## src/idx_exec_regs.svh

```systemverilog
// Purpose: Constants for the indexed move and push-literal executor
// Assumes: 12-bit data addresses, 16-bit instruction words
// Notes:   Protected and indirect addresses are plain parameters of the core map
`ifndef IDX_EXEC_REGS_SVH
`define IDX_EXEC_REGS_SVH

// ==========================================================
// Opcode prefixes
`define MOVE_W1_PREFIX      9'h1D7
`define MOVE_W2_PREFIX      4'hF
`define PUSH_PREFIX         8'hFA

// ==========================================================
// Field widths and data space
`define OFFSET_W            7
`define ADDR_W              12
`define ADDR_MAX            12'hFFF
`define READ_BLANK          8'h00
`define PTR_STEP            12'h001

// ==========================================================
// Protected destinations (core special registers)
`define ADDR_PC_LOW         12'hFF9
`define ADDR_RET_UPPER      12'hFFF
`define ADDR_RET_HIGH       12'hFFE
`define ADDR_RET_LOW        12'hFFD

// ==========================================================
// Indirect-access registers (three pointers, five ports each)
`define ADDR_IND0_LO        12'hFEB
`define ADDR_IND0_HI        12'hFEF
`define ADDR_IND1_LO        12'hFE3
`define ADDR_IND1_HI        12'hFE7
`define ADDR_IND2_LO        12'hFDB
`define ADDR_IND2_HI        12'hFDF

`endif

```

## src/idx_exec_pkg.sv

```systemverilog
// Purpose: Types for the indexed move and push-literal executor
// Assumes: Nothing beyond the header
// Notes:   Gray-coded state encoding
package idx_exec_pkg;
    typedef enum logic [1:0] {
        ST_IDLE   = 2'b00,
        ST_DEST   = 2'b01
    } exec_state_t;
endpackage : idx_exec_pkg

```

## src/data_byte_latch.sv

```systemverilog
// Purpose: Holds the byte read from the source location between the two move cycles
// Assumes: Single core clock, active-low async reset
// Notes:   Read data comes combinationally from memory, not from a register
`timescale 1ns/100ps
module data_byte_latch (
    input  wire logic       ref_clk,    // Core clock
    input  wire logic       reset_n,    // Async reset, active low
    input  wire logic       clk_en,     // Freeze when low
    input  wire logic       load,       // Capture strobe
    input  wire logic [7:0] load_data,  // Byte to capture
    output logic      [7:0] held_data   // Captured byte
);
    always_ff @(posedge ref_clk or negedge reset_n) begin
        if (!reset_n) begin
            held_data <= 8'h00;
        end else if (clk_en && load) begin
            held_data <= load_data;
        end
    end
endmodule : data_byte_latch

```

## src/indexed_move_push_exec.sv

```systemverilog
// Purpose: Executes the indexed-to-indexed move and the push-literal instructions
// Assumes: Decoder hands over each instruction word with instr_valid; memory read data for the
//          source is combinational in the cycle of word one, before mem_rd_addr shows it; core clock only
// Notes:   Status flags are never touched; pointer update is offered to the register file
//
// Operation
// [RULE_01] The move is two words: 1110 1011 1 plus source offset, then 1111 plus dest offset.
// [RULE_02] Source and destination addresses are the offsets added to stack pointer two.
// [RULE_03] Both addresses may reach any byte of the 4096-byte space with no banking.
// [RULE_04] The move never writes program counter low or the three return-top bytes.
// [RULE_05] A source address on an indirect-access register reads as 00h.
// [RULE_06] A destination address on an indirect-access register makes the move a no-op.
// [RULE_07] Push-literal writes its 8-bit literal at the address held in stack pointer two.
// [RULE_08] Push-literal then decrements stack pointer two by one.
// [RULE_09] The move takes two cycles, the push one; the second word is used in cycle two.
// [RULE_10] Neither instruction alters any arithmetic status flag.
`timescale 1ns/100ps
`include "idx_exec_regs.svh"
module indexed_move_push_exec (
    input  wire logic                ref_clk,         // Core clock, 50 MHz
    input  wire logic                reset_n,         // Async reset, active low
    input  wire logic                clk_en,          // Freeze all state when low
    input  wire logic                instr_valid,     // Instruction word present
    input  wire logic [15:0]         instr_word,      // Instruction word
    input  wire logic [11:0]         stack_pointer_two, // Current pointer value
    input  wire logic [7:0]          mem_rd_data,     // Data read at the source address, in the cycle of word one
    output logic                     mem_rd_en,       // Source read request
    output logic      [11:0]         mem_rd_addr,     // Source read address
    output logic                     mem_wr_en,       // Data write strobe
    output logic      [11:0]         mem_wr_addr,     // Data write address
    output logic      [7:0]          mem_wr_data,     // Data write value
    output logic                     ptr_wr_en,       // Pointer update strobe
    output logic      [11:0]         ptr_wr_data,     // New pointer value
    output logic                     status_wr_en,    // Status flag write, always low
    output logic                     busy,            // Move awaiting second word
    output logic                     done             // Instruction retired
);
    import idx_exec_pkg::*;

    // ======================================================
    // Address helpers
    function automatic logic [11:0] index_addr(input logic [11:0] base,
                                               input logic [6:0]  ofs);
        index_addr = base + {5'h00, ofs}; // RULE_02
    endfunction : index_addr

    function automatic logic is_indirect(input logic [11:0] a);
        is_indirect = (a >= `ADDR_IND0_LO && a <= `ADDR_IND0_HI) ||
                      (a >= `ADDR_IND1_LO && a <= `ADDR_IND1_HI) ||
                      (a >= `ADDR_IND2_LO && a <= `ADDR_IND2_HI);
    endfunction : is_indirect

    function automatic logic is_protected(input logic [11:0] a);
        is_protected = (a == `ADDR_PC_LOW) || (a == `ADDR_RET_UPPER) ||
                       (a == `ADDR_RET_HIGH) || (a == `ADDR_RET_LOW);
    endfunction : is_protected

    // Move destination may be written: not protected, not an indirect port
    function automatic logic dest_writable(input logic [11:0] a);
        dest_writable = !is_indirect(a) && !is_protected(a); // RULE_04 RULE_06
    endfunction : dest_writable

    // ======================================================
    // Decode
    exec_state_t state_q;
    logic [7:0]  src_byte;
    logic [7:0]  held_byte;
    logic        is_move_w1;
    logic        is_move_w2;
    logic        is_push;
    logic [11:0] src_addr;
    logic [11:0] dst_addr;
    logic        take_word1;
    logic        take_word2;
    logic        take_push;
    logic        dst_open;

    assign is_move_w1 = instr_valid && (instr_word[15:7] == `MOVE_W1_PREFIX);   // RULE_01
    assign is_move_w2 = instr_valid && (instr_word[15:12] == `MOVE_W2_PREFIX);  // RULE_01
    assign is_push    = instr_valid && (instr_word[15:8] == `PUSH_PREFIX);      // RULE_07
    assign src_addr   = index_addr(stack_pointer_two, instr_word[6:0]);         // RULE_03
    assign dst_addr   = index_addr(stack_pointer_two, instr_word[6:0]);         // RULE_03
    assign src_byte   = is_indirect(src_addr) ? `READ_BLANK : mem_rd_data;      // RULE_05

    // Words accepted by the sequencer this cycle
    assign take_word1 = (state_q == ST_IDLE) && is_move_w1;                     // RULE_01
    assign take_word2 = (state_q == ST_DEST) && is_move_w2;                     // RULE_09
    assign take_push  = (state_q == ST_IDLE) && is_push;                        // RULE_07
    assign dst_open   = dest_writable(dst_addr);                                // RULE_04

    // Source byte held until word two arrives
    data_byte_latch u_src_latch (
        .ref_clk   (ref_clk),
        .reset_n   (reset_n),
        .clk_en    (clk_en),
        .load      (take_word1),
        .load_data (src_byte),
        .held_data (held_byte)
    );

    // ======================================================
    // Sequencer
    // A push word arriving while a move waits is taken as its second word
    always_ff @(posedge ref_clk or negedge reset_n) begin
        if (!reset_n) begin
            state_q <= ST_IDLE;
        end else if (clk_en) begin
            case (state_q)
                ST_IDLE: begin
                    if (is_move_w1) begin
                        state_q <= ST_DEST; // RULE_09
                    end
                end
                ST_DEST: begin
                    if (is_move_w2) begin
                        state_q <= ST_IDLE; // RULE_09
                    end
                end
                default: begin
                    state_q <= ST_IDLE;
                end
            endcase
        end
    end

    // ======================================================
    // Source read port
    // Memory answers in the same cycle; the address is reported a cycle later
    always_ff @(posedge ref_clk or negedge reset_n) begin
        if (!reset_n) begin
            mem_rd_en   <= 1'b0;
            mem_rd_addr <= 12'h000;
        end else if (clk_en) begin
            mem_rd_en <= 1'b0;
            if (take_word1) begin
                mem_rd_en   <= 1'b1;
                mem_rd_addr <= src_addr;
            end
        end
    end

    // ======================================================
    // Data write strobe
    always_ff @(posedge ref_clk or negedge reset_n) begin
        if (!reset_n) begin
            mem_wr_en <= 1'b0;
        end else if (clk_en) begin
            if (take_word2) begin
                mem_wr_en <= dst_open; // RULE_04 RULE_06
            end else if (take_push) begin
                mem_wr_en <= 1'b1; // RULE_07
            end else begin
                mem_wr_en <= 1'b0;
            end
        end
    end

    // ======================================================
    // Data write address and value
    // Updated for a refused move too, so the port shows what was dropped
    always_ff @(posedge ref_clk or negedge reset_n) begin
        if (!reset_n) begin
            mem_wr_addr <= 12'h000;
            mem_wr_data <= 8'h00;
        end else if (clk_en) begin
            if (take_word2) begin
                mem_wr_addr <= dst_addr; // RULE_02
                mem_wr_data <= held_byte;
            end else if (take_push) begin
                mem_wr_addr <= stack_pointer_two; // RULE_07
                mem_wr_data <= instr_word[7:0];
            end
        end
    end

    // ======================================================
    // Pointer update
    // Only the push steps the pointer; the move leaves it alone
    always_ff @(posedge ref_clk or negedge reset_n) begin
        if (!reset_n) begin
            ptr_wr_en   <= 1'b0;
            ptr_wr_data <= 12'h000;
        end else if (clk_en) begin
            ptr_wr_en <= 1'b0;
            if (take_push) begin
                ptr_wr_en   <= 1'b1;
                ptr_wr_data <= stack_pointer_two - `PTR_STEP; // RULE_08
            end
        end
    end

    // ======================================================
    // Status flags
    // Neither instruction touches the arithmetic flags
    always_ff @(posedge ref_clk or negedge reset_n) begin
        if (!reset_n) begin
            status_wr_en <= 1'b0;
        end else if (clk_en) begin
            status_wr_en <= 1'b0; // RULE_10
        end
    end

    // ======================================================
    // Busy between the two move words
    always_ff @(posedge ref_clk or negedge reset_n) begin
        if (!reset_n) begin
            busy <= 1'b0;
        end else if (clk_en) begin
            if (take_word1) begin
                busy <= 1'b1; // RULE_09
            end else if (take_word2) begin
                busy <= 1'b0; // RULE_09
            end
        end
    end

    // ======================================================
    // Retire pulse, one per finished instruction
    always_ff @(posedge ref_clk or negedge reset_n) begin
        if (!reset_n) begin
            done <= 1'b0;
        end else if (clk_en) begin
            done <= take_push || take_word2; // RULE_09
        end
    end

endmodule : indexed_move_push_exec

```

## config.mk

```make
export PLATFORM = sky130hd
export DESIGN_NAME = indexed_move_push_exec
export DESIGN_NICKNAME = d
export VERILOG_FILES = /design/src/idx_exec_pkg.sv /design/src/data_byte_latch.sv /design/src/indexed_move_push_exec.sv
export VERILOG_INCLUDE_DIRS = /design/src
export SDC_FILE = /design/constraint.sdc
export NUM_CORES = 1
export LEC_CHECK = 0
export BUFFER_PORTS_ARGS = -buffer_cell sky130_fd_sc_hd__buf_2
export CAP_MARGIN = 10
export CORE_ASPECT_RATIO = 0.5
export CORE_UTILIZATION = 49
export CTS_BUF_LIST = sky130_fd_sc_hd__clkbuf_8
export DETAILED_ROUTE_END_ITERATION = 8
export PLACE_DENSITY = 0.88
export SYNTH_ARGS = -nofsm -noshare
export SYNTH_HDL_FRONTEND = slang
export SYNTH_SLANG_ARGS = --single-unit
```

## constraint.sdc

```tcl
create_clock -name ref_clk -period 1.4 [get_ports ref_clk]
set_input_delay 0.42 -clock ref_clk [delete_from_list [all_inputs] [get_ports ref_clk]]
set_output_delay 0.42 -clock ref_clk [all_outputs]
set_load 0.02 [all_outputs]
```

Yosys cells after proc, flatten, opt, wreduce, memory -nomap -nowiden
Cells that the tools add are included.
{ "classes": {"add_sub_neg": 2, "magnitude_cmp": 6, "eq_ne": 10, "n_mux": 13, "reduce_logical": 27} }
{ "op_table": {"columns": ["operator", "n"], "rows": [
  ["$eq A12 B12 Y1 const B", 4],
  ["$ge A12 B12 Y1 const B", 3],
  ["$le A12 B12 Y1 const B", 3],
  ["$mux W12", 2],
  ["$mux W8", 3],
  ["$add A12 B7 Y12", 1],
  ["$sub A12 B1 Y12 const B", 1],
  ["$logic_and A1 B1 Y1", 11],
  ["$eq A9 B9 Y1 const B", 1],
  ["$eq A8 B8 Y1 const B", 1],
  ["$reduce_and A2 Y1", 4],
  ["$logic_or A1 B1 Y1", 6],
  ["$mux W1", 5],
  ["$eq A4 B4 Y1 const B", 1],
  ["$mux W2", 2],
  ["$ne A2 B2 Y1 const B", 2],
  ["$pmux W2 S2", 1],
  ["$reduce_bool A2 Y1", 2],
  ["$reduce_and A3 Y1", 1],
  ["$eq A2 B1 Y1 const B", 1],
  ["$logic_not A1 Y1", 2],
  ["$logic_not A2 Y1", 1]
]} }
{ "word_totals": {"ff_bits": 59, "input_bits": 40, "output_inout_bits": 50, "wordCells": 69} }

Longest topological paths before layout
{ "depth": {"ltp_word": 8, "mapped_depth": 9, "ltp_nobuf": 9} }

Modules after synthesis
From an unflattened synthesis, not the netlist that was laid out.
{ "unflattened": {"hier_cells": 347, "area_unflattened_um2": 3261.9} }
{ "by_module_without_submodules": {"columns": ["mod", "n_inst", "cells_per_inst", "area_per_inst_um2", "seq_area_each_um2"], "rows": [
  ["indexed_move_push_exec", 1, 330, 2965.3, 1251.2],
  ["data_byte_latch", 1, 17, 296.5, 200.2]
]} }

Worst setup path before layout
No wires, ideal clock.
{ "synth_timing": {"kind": "input to register", "start": "input port instr_word[0]", "end": "register u_src_latch.held_data[0]", "setup_ns": 0.145, "t_arrival_ns": 2.357, "t_required_ns": 1.255, "path_slack_ns": -1.102, "stages": 9, "n_path_buf": 0, "cell_sequence": "ha_1 inv_1 fa_1 nand4b_2 a21o_1 a311oi_4 nand4_2 nor4_4 a21oi_1"} }
{ "synth_via": {"elab_chain_cells": 6, "word_cells_on_any_way": 13, "classes_between": "1 x add/sub; 6 x order compare; 1 x mux; 5 x reduce/logical"} }
{ "synth_lines": {"columns": ["element", "line_no", "source"], "rows": [
  ["from (decl)", "indexed_move_push_exec.sv:24", "input wire logic [15:0] instr_word,"],
  ["$add A12 B7 Y12 (*)", "indexed_move_push_exec.sv:44", "index_addr = base + {5'h00, ofs};"],
  ["$ge A12 B12 Y1 (no line) / $le A12 B12 Y1 (equally long branches)", null, null],
  ["$logic_and A1 B1 Y1 (no line)", null, null],
  ["$logic_or A1 B1 Y1", "indexed_move_push_exec.sv:48", "is_indirect = (a >= `ADDR_IND0_LO && a <= `ADDR_IND0_HI) ||"],
  ["$logic_or A1 B1 Y1 (*)", "indexed_move_push_exec.sv:48", null],
  ["$mux W8 (*)", "indexed_move_push_exec.sv:83", "assign src_byte = is_indirect(src_addr) ? `READ_BLANK : mem_rd_data;"],
  ["to (signal assigned)", "data_byte_latch.sv:17", "held_data <= load_data;"],
  ["to (decl)", "data_byte_latch.sv:11", "output logic [7:0] held_data"]
]} }
Mark *: on every way between the ends. The rest lies on a longest branch, timed or not.
A chain may end at the register's enable or synchronous reset.

Worst setup path after layout
{ "layout_timing": {"start": "input port stack_pointer_two[0]", "end": "register mem_wr_en"} }
{ "layout_via": {"elab_chain_cells": 8, "word_cells_on_any_way": 23, "classes_between": "1 x add/sub; 6 x order compare; 4 x eq/ne; 1 x mux; 11 x reduce/logical"} }
{ "layout_lines": {"columns": ["element", "line_no", "source"], "rows": [
  ["from (decl)", "indexed_move_push_exec.sv:25", "input wire logic [11:0] stack_pointer_two,"],
  ["$add A12 B7 Y12 (*)", "indexed_move_push_exec.sv:44", null],
  ["$ge A12 B12 Y1 (no line), or another cell as far along", null, null],
  ["$logic_and A1 B1 Y1 (no line) / $logic_or A1 B1 Y1 (equally long branches)", null, null],
  ["$logic_or A1 B1 Y1, on equally long branches (2 in series)", "indexed_move_push_exec.sv:48, indexed_move_push_exec.sv:54", null],
  ["$logic_not A1 Y1", "indexed_move_push_exec.sv:60", "dest_writable = !is_indirect(a) && !is_protected(a);"],
  ["$logic_and A1 B1 Y1 (*)", "indexed_move_push_exec.sv:60", null],
  ["$mux W1 (*)", "indexed_move_push_exec.sv:148", "if (take_word2) begin"],
  ["to (signal assigned)", "indexed_move_push_exec.sv:149", "mem_wr_en <= dst_open;"],
  ["to (decl)", "indexed_move_push_exec.sv:29", "output logic mem_wr_en,"]
]} }
Marks and branches as above.

==> impl_metrics.env <==
export IMPL_grt_pass1_vias=3742
export IMPL_htree_levels=3
export IMPL_maxSlewHeadroom_pct=47.3
export IMPL_synth_edf_count=0
export IMPL_p_per_area_nw_per_um2=896
export IMPL_num_rows=20
export IMPL_ir_drop_uv=535
export IMPL_antenna_cells=0
export IMPL_synth_top_area_share_pct=44.4
export IMPL_drtAntennaViolNets=0
export IMPL_portBuffers=88
export IMPL_cts_sink_count=58
export IMPL_vias=4098
export IMPL_ys_async_sr_fraction_pct=100
export IMPL_numCtsBuffers=9
export IMPL_crit_type="in2reg"
export IMPL_post_dp_hpwl_microns=7650
export IMPL_failed_checks="negative setup slack"
export IMPL_via_per_inst=7.02
export IMPL_yosysSeqAreaShare_pct=44.4
export IMPL_num_nets_final=541
export IMPL_path_buf_inv=3
export IMPL_ys_ff_latch=58
export IMPL_crit_fanout=2
export IMPL_cp_cell_sequence="buf_8 > ha_4 > inv_2 > fa_2 > nand4b_4 > a21o_1 > a311oi_4 > nand4_2 > buf_6 > o31ai_2 > nand3_1"
export IMPL_final_cell_mix="79 x buf_2, 64 x buf_4, 58 x dfrtp_1"
export IMPL_hold_violations=0
export IMPL_cts_buffer_depth=2
export IMPL_synth_area_top_cells="dfrtp_1 44%, mux2i_1 6.1%, nand2_1 4.8%"
export IMPL_grt_setup_unrepaired="yes"
export IMPL_ys_flop_type="dfrtp_1"
export IMPL_fin_cells=584
export IMPL_hold_path_class="in2async"
export IMPL_ctsHoldBuffers=0
export IMPL_synth_cell_types=55
export IMPL_fmax_ghz=0.435
export IMPL_worstMarginPinSlew_ps=783
export IMPL_drcViolationCount=0
export IMPL_area_growth_pct=64.1
export IMPL_synth_nets=372
export IMPL_path_clk_slew_ps=80
export IMPL_min_period_over_period_pct=164
export IMPL_die_h_microns=59.8
export IMPL_leakage_uw=0.00261
export IMPL_grtUsageTotal_pct=42.6
export IMPL_path_delay_family="compound AO/OA/AOI/OAI gates"
export IMPL_die_area_sq_um=7020
export IMPL_cp_required_ps=1610
export IMPL_avgSynthCellArea_sq_um=10.1
export IMPL_clock_latency_ps=350
export IMPL_layout_commonest_cell="buf_2"
export IMPL_post_route_min_period_ps=2300
export IMPL_cts_root_buf="clkbuf_8"
export IMPL_netlist_area_sq_um=3270
export IMPL_io_pins=90
export IMPL_total_power_uw=4810
export IMPL_antenna_found_initial=0
export IMPL_drtPass1Iterations=8
export IMPL_placed_cells=548
export IMPL_drive_gt1_share_pct=57.9
export IMPL_grt_max_degree=59
export IMPL_drt_wirelength_per_cell_microns=29.5
export IMPL_initial_core_util_pct=52.3
export IMPL_yosys_area_top_type="dfrtp_1"
export IMPL_cts_tree="built"
export IMPL_yosys_warnings=0
export IMPL_setup_ws_ps=-897
export IMPL_cp_start_kind="primary input"
export IMPL_cap_violations=0
export IMPL_fin_worst_skew_ps=12.7
export IMPL_syn_inst=323
export IMPL_setup_viol=60
export IMPL_worst_path_max_delay_cell="fa_2"
export IMPL_critPathMaxStageDelay_ps=380
export IMPL_grt_overflow_total=0
export IMPL_core_area_sq_um=6260
export IMPL_status="complete, but fails checks"
export IMPL_drt_iter0_drc=600
export IMPL_critPathCaptureType="register"
export IMPL_die_x_microns=118
export IMPL_grt_pass1_wl_microns=21500
export IMPL_drt_wl_total_microns=17200
export IMPL_drv_slew=0
export IMPL_arrival_ps=2510
export IMPL_place_gp_congestion=0.929
cell families after synthesis:
kind of cell               count (synthesis)  share of synthesized area, %
muxes                                     27                          8.53
buffers and inverters                     28                          4.13
DFF                                       58                          44.4
other                                      1                         0.115
AOI/OAI and AO/OA                         83                          17.8
adders and majority gates                  9                          3.67
xor gates and xnor gates                  20                          6.51
and+or+nand+nor                           97                          14.8
what timing repair did:
item                                    4_1_cts  5_1_grt
pin swaps                                    25       39
setup buffers                                14        5
endpoints found under the setup margin       58       58
gates resized for setup                      77       52
gates cloned                                  3        1
power breakdown:
group,internal [uW],switching [uW]
clock,909,751
sequential,1720,35.0
combinational,598,800
flip-flops by register name, summed over array words and instances, names as in the netlist:
register / cells
mem_rd_addr: 12
ptr_wr_data: 12
mem_wr_data: 8
mem_rd_en: 1
ptr_wr_en: 1
busy: 1
u_src_latch.held_data: 8
mem_wr_addr: 12
state_q: 1
mem_wr_en: 1
done: 1
metal layers:
metal / global-route usage [%] / share of wire [%] / up-vias
li1: - / - / 1477
met4: 32.2 / 9.6 / 0
met2: 65.2 / 41 / 532
met3: 15.6 / 16 / 202
met5: 4.17 / 0 / -
met1: 50.4 / 34 / 1887
layout make-up:
type / count / area, sq um
inverters: 10 / 37.5
clock inverters: 4 / 51.3
well taps: 88 / 110
flip-flops and latches: 58 / 1450
multi-input cells: 237 / 2220
clock buffers: 11 / 151
fillers: 268 / 890
repair buffers: 176 / 1340
per-stage QoR:
step | hold WS, ps | cell area (sq um) | utilization (%) | setup slack, ps | TNS (ps)
4_1_cts | 65.7 | 5050 | 80.8 | -715 | -15990
5_1_grt | 95.2 | 5370 | 85.8 | -918 | -23480
3_5_place_dp | 446 | 4350 | 69.5 | -1220 | -39790
3_3_place_gp | 441 | 4350 | 69.5 | -1090 | -35740
6_report | 61.2 | 5370 | 85.8 | -897 | -22810
2_1_floorplan | 124 | 3420 | - | -942 | -22730
path summary, 6_finish.rpt:
| path | start | slack (ps) | to | cells past startpoint |
|---|---|---|---|---|
| setup / recovery | stack_pointer_two[0] | -900 | mem_wr_en | 11 |
| hold / removal | reset_n | 60 | mem_wr_data[3] | 2 |
| setup reg to reg | state_q[0] | -500 | mem_wr_en | 5 |
| hold reg to reg | mem_wr_data[5] | 490 | mem_wr_data[5] | 2 |
| max in group asynchronous | reset_n | 1030 | mem_rd_addr[11] | 2 |
| min in group ref_clk | mem_rd_data[5] | 360 | u_src_latch.held_data[5] | 3 |
cell usage after synthesis, types with 4 or more instances:
cell and instances:
ha_1 8, xor2_1 7, nand3_1 5, nor2_1 21, mux2i_1 20, xnor2_1 11, dfrtp_1 58, o211ai_1 11
nand2_1 42, nand4_1 4, a22oi_1 5, mux2_1 4, buf_2 6, inv_1 10, nand2b_1 5, a21oi_1 16
a21o_1 5, clkbuf_1 8, o21ai_1 25
(Power assumes the default switching activity.)
